### src/hw/cpr_consts.vh
`ifndef CPR_CONSTS_VH
`define CPR_CONSTS_VH

// Register indices (printed offsets)
`define CPR_ADDR_W 8
`define CPR_OFS_FAULT_STAT 8'h15
`define CPR_OFS_PWM_CTRL 8'h16
`define CPR_OFS_ILIM_CFG 8'h17

// Reset values
`define CPR_RST_PWM_CTRL 16'h0000
`define CPR_RST_ILIM_CFG 16'h0088

// Pulse control fields
`define CPR_PWM_EN_BIT 0
`define CPR_DUTY_LSB 1
`define CPR_DUTY_MSB 8
`define CPR_FREQ_LSB 9
`define CPR_FREQ_MSB 11
`define CPR_PWM_WMASK 16'h0FFF

// Current limit fields
`define CPR_DUR_LSB 8
`define CPR_DUR_MSB 10
`define CPR_CHG_LSB 12
`define CPR_CHG_MSB 13
`define CPR_OCP_LSB 14
`define CPR_OCP_MSB 15
`define CPR_CHG_NONE 2'h0
`define CPR_CHG_PULSE 2'h3

// Fault status fields
`define CPR_ST_WARN_BIT 0
`define CPR_ST_OLON_BIT 1
`define CPR_ST_FLT_BIT 10
`define CPR_ST_SW_BIT 9

// Timing
`define CPR_CLK_HZ 50000000
`define CPR_MIN_ON_US 200
`define CPR_MIN_ON_CYC ((`CPR_MIN_ON_US * 50) + 0)
`define CPR_MS_CYC 50000

`endif

### src/hw/cpr_ch2_regs.v
`include "cpr_consts.vh"
`default_nettype none

module cpr_ch2_regs (
    // Clock and reset
    input wire clock_i,
    input wire arst_n_i,
    // Register port
    input wire [7:0] reg_addr_i,
    input wire [15:0] reg_wdata_i,
    input wire reg_wr_i,
    input wire reg_rd_i,
    output reg [15:0] reg_rdata_o,
    // Channel status inputs
    input wire commanded_switch_state_i,
    input wire on_state_open_load_detect_enable_i,
    input wire open_load_trip_i,
    input wire overtemp_i,
    input wire [15:2] other_status_i,
    // Channel controls
    output reg gate_drive_o,
    output reg inrush_active_o,
    output reg wire_heating_protection_hold_o,
    output reg [1:0] capacitive_charge_mode_o,
    output reg [1:0] inrush_pulse_peak_threshold_o,
    output reg [3:0] inrush_level_setting_o,
    output reg pulse_error_o
);
    reg rst_s1_reg;
    reg rst_s2_reg;
    reg [15:0] pwm_ctrl_reg;
    reg [15:0] ilim_cfg_reg;
    reg sw_d_reg;
    reg [22:0] inrush_cnt_reg;
    wire pulse;
    wire short_on;

    // Reset release through two flops
    always @(posedge clock_i or negedge arst_n_i) begin
        if (!arst_n_i) begin
            rst_s1_reg <= 1'b0;
            rst_s2_reg <= 1'b0;
        end else begin
            rst_s1_reg <= 1'b1;
            rst_s2_reg <= rst_s1_reg;
        end
    end
    wire rst_n = rst_s2_reg;

    // Inrush period in clocks
    function [22:0] cpr_inrush_cyc;
        input [2:0] code;
        begin
            case (code)
                3'h0: cpr_inrush_cyc = 23'd0;
                3'h1: cpr_inrush_cyc = 23'd100000;
                3'h2: cpr_inrush_cyc = 23'd200000;
                3'h3: cpr_inrush_cyc = 23'd300000;
                3'h4: cpr_inrush_cyc = 23'd500000;
                3'h5: cpr_inrush_cyc = 23'd1000000;
                3'h6: cpr_inrush_cyc = 23'd2500000;
                default: cpr_inrush_cyc = 23'd5000000;
            endcase
        end
    endfunction

    wire [1:0] chg_mode = ilim_cfg_reg[`CPR_CHG_MSB:`CPR_CHG_LSB];
    wire pwm_en = pwm_ctrl_reg[`CPR_PWM_EN_BIT];
    wire mode_ok = (chg_mode == `CPR_CHG_NONE);
    wire inrush_now = (inrush_cnt_reg != 23'h0);
    wire pulse_run = pwm_en & mode_ok & commanded_switch_state_i & ~inrush_now & ~short_on;
    wire pwm_err = pwm_en & commanded_switch_state_i & (short_on | ~mode_ok);

    cpr_pulse_gen u_pulse (
        .clock_i(clock_i),
        .rst_n_i(rst_n),
        .run_i(pulse_run),
        .freq_code_i(pwm_ctrl_reg[`CPR_FREQ_MSB:`CPR_FREQ_LSB]),
        .duty_i(pwm_ctrl_reg[`CPR_DUTY_MSB:`CPR_DUTY_LSB]),
        .pulse_o(pulse),
        .short_on_o(short_on)
    );

    // Live fault status view
    wire [15:0] status;
    assign status[`CPR_ST_WARN_BIT] = overtemp_i;
    assign status[`CPR_ST_OLON_BIT] = open_load_trip_i & on_state_open_load_detect_enable_i;
    assign status[15:2] = other_status_i | (pwm_err ? 14'h0100 : 14'h0000);

    always @(posedge clock_i or negedge rst_n) begin
        if (!rst_n) begin
            pwm_ctrl_reg <= `CPR_RST_PWM_CTRL;
            ilim_cfg_reg <= `CPR_RST_ILIM_CFG;
            reg_rdata_o <= 16'h0000;
        end else begin
            if (reg_wr_i && reg_addr_i == `CPR_OFS_PWM_CTRL)
                pwm_ctrl_reg <= reg_wdata_i & `CPR_PWM_WMASK;
            if (reg_wr_i && reg_addr_i == `CPR_OFS_ILIM_CFG)
                ilim_cfg_reg <= reg_wdata_i;
            if (reg_rd_i) begin
                case (reg_addr_i)
                    `CPR_OFS_FAULT_STAT: reg_rdata_o <= status;
                    `CPR_OFS_PWM_CTRL: reg_rdata_o <= pwm_ctrl_reg;
                    `CPR_OFS_ILIM_CFG: reg_rdata_o <= ilim_cfg_reg;
                    default: reg_rdata_o <= 16'h0000;
                endcase
            end
        end
    end

    // Inrush window starts at each switch-on with a charge mode selected and a nonzero duration code
    always @(posedge clock_i or negedge rst_n) begin
        if (!rst_n) begin
            sw_d_reg <= 1'b0;
            inrush_cnt_reg <= 23'h0;
        end else begin
            sw_d_reg <= commanded_switch_state_i;
            if (!commanded_switch_state_i)
                inrush_cnt_reg <= 23'h0;
            else if (!sw_d_reg && !mode_ok)
                inrush_cnt_reg <= cpr_inrush_cyc(ilim_cfg_reg[`CPR_DUR_MSB:`CPR_DUR_LSB]);
            else if (inrush_now)
                inrush_cnt_reg <= inrush_cnt_reg - 23'h1;
        end
    end

    always @(posedge clock_i or negedge rst_n) begin
        if (!rst_n) begin
            gate_drive_o <= 1'b0;
            inrush_active_o <= 1'b0;
            wire_heating_protection_hold_o <= 1'b0;
            capacitive_charge_mode_o <= 2'h0;
            inrush_pulse_peak_threshold_o <= 2'h0;
            inrush_level_setting_o <= 4'h0;
            pulse_error_o <= 1'b0;
        end else begin
            // Pulsing only when allowed, else plain switch state
            gate_drive_o <= pulse_run ? pulse : commanded_switch_state_i;
            inrush_active_o <= inrush_now;
            wire_heating_protection_hold_o <= inrush_now;
            capacitive_charge_mode_o <= chg_mode;
            inrush_pulse_peak_threshold_o <= ilim_cfg_reg[`CPR_OCP_MSB:`CPR_OCP_LSB];
            inrush_level_setting_o <= ilim_cfg_reg[7:4];
            pulse_error_o <= pwm_err;
        end
    end
endmodule

`default_nettype wire

### src/hw/cpr_pulse_gen.v
`include "cpr_consts.vh"
`default_nettype none

module cpr_pulse_gen (
    // Clock and reset
    input wire clock_i,
    input wire rst_n_i,
    // Control
    input wire run_i,
    input wire [2:0] freq_code_i,
    input wire [7:0] duty_i,
    // Outputs
    output reg pulse_o,
    output wire short_on_o
);
    reg [25:0] step_reg;
    reg [7:0] phase_reg;

    // Clocks per 1/256 of a period for each frequency code
    function [25:0] cpr_step_cyc;
        input [2:0] code;
        begin
            case (code)
                3'h0: cpr_step_cyc = 26'd244141;
                3'h1: cpr_step_cyc = 26'd57445;
                3'h2: cpr_step_cyc = 26'd14154;
                3'h3: cpr_step_cyc = 26'd1760;
                3'h4: cpr_step_cyc = 26'd884;
                3'h5: cpr_step_cyc = 26'd441;
                3'h6: cpr_step_cyc = 26'd221;
                default: cpr_step_cyc = 26'd110;
            endcase
        end
    endfunction

    wire [25:0] step_len = cpr_step_cyc(freq_code_i);
    wire [33:0] on_cyc = step_len * duty_i;

    // On time must exceed the minimum
    assign short_on_o = (on_cyc <= 34'd10000);

    always @(posedge clock_i or negedge rst_n_i) begin
        if (!rst_n_i) begin
            step_reg <= 26'h0;
            phase_reg <= 8'h0;
            pulse_o <= 1'b0;
        end else if (!run_i) begin
            step_reg <= 26'h0;
            phase_reg <= 8'h0;
            pulse_o <= 1'b0;
        end else begin
            if (step_reg >= step_len - 26'd1) begin
                step_reg <= 26'h0;
                phase_reg <= phase_reg + 8'h1;
            end else begin
                step_reg <= step_reg + 26'h1;
            end
            pulse_o <= (phase_reg < duty_i);
        end
    end
endmodule

`default_nettype wire

### config.mk
export PLATFORM = sky130hd
export DESIGN_NAME = cpr_ch2_regs
export DESIGN_NICKNAME = d
export VERILOG_FILES = /design/src/hw/cpr_ch2_regs.v /design/src/hw/cpr_pulse_gen.v
export VERILOG_INCLUDE_DIRS = /design/src /design/src/hw
export SDC_FILE = /design/constraint.sdc
export NUM_CORES = 1
export LEC_CHECK = 0
export BUFFER_PORTS_ARGS = -buffer_cell sky130_fd_sc_hd__buf_2
export CAP_MARGIN = 20
export CELL_PAD_IN_SITES_DETAIL_PLACEMENT = 1
export CELL_PAD_IN_SITES_GLOBAL_PLACEMENT = 1
export CORE_MARGIN = 3
export CORE_UTILIZATION = 45
export CTS_CLUSTER_SIZE = 14
export DETAILED_ROUTE_END_ITERATION = 12
export GPL_TIMING_DRIVEN = 0
export HOLD_SLACK_MARGIN = 0.1
export PLACE_DENSITY_LB_ADDON = 0.3
export SLEW_MARGIN = 0
export SYNTH_ARGS = -nofsm -noshare
export SYNTH_HDL_FRONTEND = slang
export SYNTH_SLANG_ARGS = --single-unit
### constraint.sdc
create_clock -name clock_i -period 4.7 [get_ports clock_i]
set_clock_uncertainty 0.15 [all_clocks]
set_input_delay 0.705 -clock clock_i [delete_from_list [all_inputs] [get_ports clock_i]]
set_output_delay 0.705 -clock clock_i [all_outputs]
set_load 0.05 [all_outputs]
==> key figures <==
Outcome
  – Run status: finished with violations
  – Failing checks: negative setup slack

Global routing
  – GRT Residual Overflow: 0
  – Antenna violations before repair: 0
  – Gr usage total: 25.2%
  – First-pass GRT wire length: 52800 microns
  – Vias in the first global route: 10.2k
  – Pin count of the biggest net entering global routing: 60

Timing
  – Slew Viols, Final: 0
  – Fin. Hold Viols: 0
  – Finish-stage setup viols: 38
  – Min Clock Period, post-route: 6.47 ns
  – Slew @ Worst Pin: 0.846 ns
  – Setup TNS: -63.40 ns
  – Fin Hold WS: 0.198 ns
  – Setup ws final: -1.77 ns
  – Final Cycle Share: 138%
  – RSZ-0062 raised after global routing: true
  – Slew headroom: 43.6%
  – FMAX: 154 MHz

Route
  – Vias: 9873
  – Drt pass-1 iters: 5
  – Final ANT Viol Nets: 0
  – Routed wire length per instance: 22.5 microns
  – Vias/cell: 5.80
  – DRC: 0
  – Final wirelength: 38300 microns
  – Drt initial violations: 737

Yosys
  – Post-synth EDFFs: 0
  – Cell Area, Synth: 10900 sq um
  – Avg Cell Area, Syn: 9.15 sq um
  – Seq/Total Area, Yosys: 26.6%
  – Synth cell types: 83
  – Async S/R FF share, synth: 100%
  – Syn Inst Count: 1195
  – Number of synthesized register bits: 116
  – Warnings from Yosys: 0
  – Top_reg_cell synth: dfrtp_1

Final layout
  – Ant diodes: 0
  – Area growth syn-to-layout: 27.2%
  – Fillers: 2698
  – Core Util, Final: 58.7%
  – Post-route cell area: 13900 sq um
  – Fraction of layout cells with a size suffix above 1: 28.0%
  – Max FFs per register: 26
  – Final net count: 1595

Place
  – DP HPWL: 22700 microns
  – GPL Wtd Cong: 0.834
  – Number of buffers added on ports: 72
  – Placed cell areas: 11900 sq um

Pwr
  – PwrDens: 311 nW/um^2
  – PnR Total Power: 4.32 mW
  – Peak supply drop: 346 uV
  – Standby leakage power: 6.74 nW

Clock network
  – Clk sink count: 116
  – Cts bufs inserted: 17
  – H-tree levels: 4
  – Clk_lat worst skew: 0.43 ns
  – Root buf cell: clkbuf_16
  – CTS tree: built
  – CTS Buffer Depth: 2
  – Clock Pin Slew Worst Setup and Hold Paths: 0.07 ns

Die
  – Rows: 56
  – Die area: 26200 sq um
  – Core area: 23700 sq um
  – IO Pins: 74
  – Initial core utilization: 46.2%
  – Die Wd: 162 microns
  – Die Span Y: 162 microns

Worst setup path
  – Critical path capture point type: flop
  – Worst EP required: 4.91 ns
  – Crit Path Max Fanout: 7
  – CP arrival: 6.69 ns
  – Critical path class: flop to flop
  – Crit path launch type: flop

Hold path
  – Tightest Hold Check Type: flop to flop

Job
  – MaxCap Viol Count: 0
cells by family (layout without fill, tap and decap cells):
| group | after synthesis | count (layout) | synth area share [%] |
|---|---|---|---|
| buf+inv | 184 | 362 | 6.64 |
| compound gates | 173 | 173 | 10.7 |
| simple gates | 430 | 431 | 19.0 |
| other cells | 1 | 9 | 0.0343 |
| fa+ha+maj | 180 | 180 | 27.1 |
| flops | 116 | 116 | 26.6 |
| xor+xnor | 61 | 61 | 4.96 |
| mux | 50 | 50 | 5.00 |
cell type report:
type / count / area, sq um / share of cell area (%)
multi-input cells: 904 / 8110 / 58.4
inverters: 137 / 531 / 3.82
well taps: 319 / 399 / 2.87
clock buffers: 18 / 429 / 3.09
flip-flops and latches: 116 / 2910 / 20.9
plain buffers: 41 / 264 / 1.90
clock inverters: 14 / 203 / 1.46
repair buffers: 152 / 1050 / 7.57
critical path: stages (launching register included):
cell and delay [ns]:
dfrtp_1 0.41, buf_8 0.15, nor2b_4 0.14, nor2b_4 0.17, xor2_2 0.27, clkinv_4 0.17, buf_6 0.16, nor2_4 0.08
fa_1 0.45, fa_1 0.49, fa_1 0.56, inv_2 0.05, fa_1 0.49, inv_2 0.05, ha_4 0.26, buf_8 0.12
and4_4 0.28, nand3_4 0.11, a211oi_4 0.33, buf_4 0.19, o21a_1 0.13, o21ai_2 0.07, nor4_4 0.31, nand4_4 0.23
buf_6 0.19, a21oi_4 0.18, o221a_1 0.23
power by group:
| group | internal, mW | total [mW] | switching [mW] | leakage, nW |
|---|---|---|---|---|
| registers | 1.10 | 1.22 | 0.116 | 1.56 |
| clock network | 0.895 | 1.42 | 0.528 | 0.305 |
| logic | 0.686 | 1.68 | 0.992 | 4.87 |
| total | 2.68 | 4.32 | 1.64 | 6.74 |
layout by cell type (no fill, tap or decap), drive strengths merged, types with 7 or more instances in the layout:
| cell type | netlist | final |
|---|---|---|
| buf | 10 | 165 |
| nor2 | 159 | 159 |
| inv | 131 | 133 |
| dfrtp | 114 | 114 |
| nand2 | 108 | 108 |
| fa | 95 | 95 |
| ha | 85 | 85 |
| a21oi | 59 | 59 |
| clkbuf | 37 | 45 |
| xor2 | 36 | 36 |
| mux2 | 34 | 34 |
| and2 | 29 | 29 |
| xnor2 | 25 | 25 |
| nand3 | 23 | 24 |
| o21ai | 21 | 21 |
| nor3 | 19 | 19 |
| a211oi | 19 | 19 |
| mux2i | 16 | 16 |
| a21o | 16 | 16 |
| and3 | 16 | 16 |
| nand2b | 14 | 14 |
| nor2b | 12 | 12 |
| clkinv | 6 | 12 |
| nand4 | 11 | 11 |
| nor4 | 10 | 10 |
| conb | 1 | 9 |
| o22ai | 8 | 8 |
| a31oi | 7 | 7 |
synthesized netlist by cell type, types with 4 or more instances:
master,instances,area [sq um]
nor2_1,158,593
xor2_1,35,307
and2_1,28,175
inv_1,130,488
o22ai_1,8,50.1
o21ai_0,20,100
dfrtp_1,114,2850
clkinv_1,6,22.5
a31oi_1,7,43.8
mux2i_1,16,160
nand3_1,22,110
or4_1,6,45.0
clkbuf_1,36,135
o211ai_1,5,37.5
or3_1,4,25.0
a211oi_1,18,135
nor4_1,8,50.1
nand4_1,9,56.3
nor2b_1,12,75.1
a211o_1,5,43.8
a21o_1,16,120
mux2_2,33,372
a21oi_1,56,280
nand3b_1,4,30.0
nand2b_1,12,75.1
nor3_1,19,95.1
fa_1,95,1900
nand2_1,108,405
ha_1,85,1060
and3_1,15,93.8
xnor2_1,25,219
through the flow:
step | cells | worst slack, ns
6_report | 1701 | -1.77
5_1_grt | 1701 | -1.94
4_1_cts | 1672 | -1.51
3_5_place_dp | 1595 | -2.29
3_3_place_gp | 1594 | -2.26
2_1_floorplan | 1203 | -1.07
path summary, 6_finish.rpt:
path,slack (ns),cells after the start,to,startpoint
hold reg to reg,0.20,0,rst_n,rst_s1_reg
hold / removal,0.20,0,rst_n,rst_s1_reg
max in group asynchronous,3.28,1,ilim_cfg_reg[3],rst_n
setup / recovery,-1.77,26,reg_rdata_o[10],pwm_ctrl_reg[9]
min in group asynchronous,0.29,0,inrush_cnt_reg[16],rst_n
setup reg to reg,-1.77,26,reg_rdata_o[10],pwm_ctrl_reg[9]
routing by layer:
layer  track usage, %  part of all wire [%]  vias up
li1                 -                     -     4351
met1             33.7                    41     5021
met2             43.1                    49      396
met3             4.08                   5.6      105
met4             6.40                   3.8        0
met5                0                     0        -
what timing repair did:
action / CTS / global route
endpoints found under the hold margin: 2 / 0
hold buffers: 1 / 0
gates cloned: 2 / 1
buffers inserted: 44 / 35
setup endpoints to repair: 38 / 38
resized for setup: 90 / 101
pin swaps: 32 / 58
No activity file was read; power rests on OpenSTA's default activity.
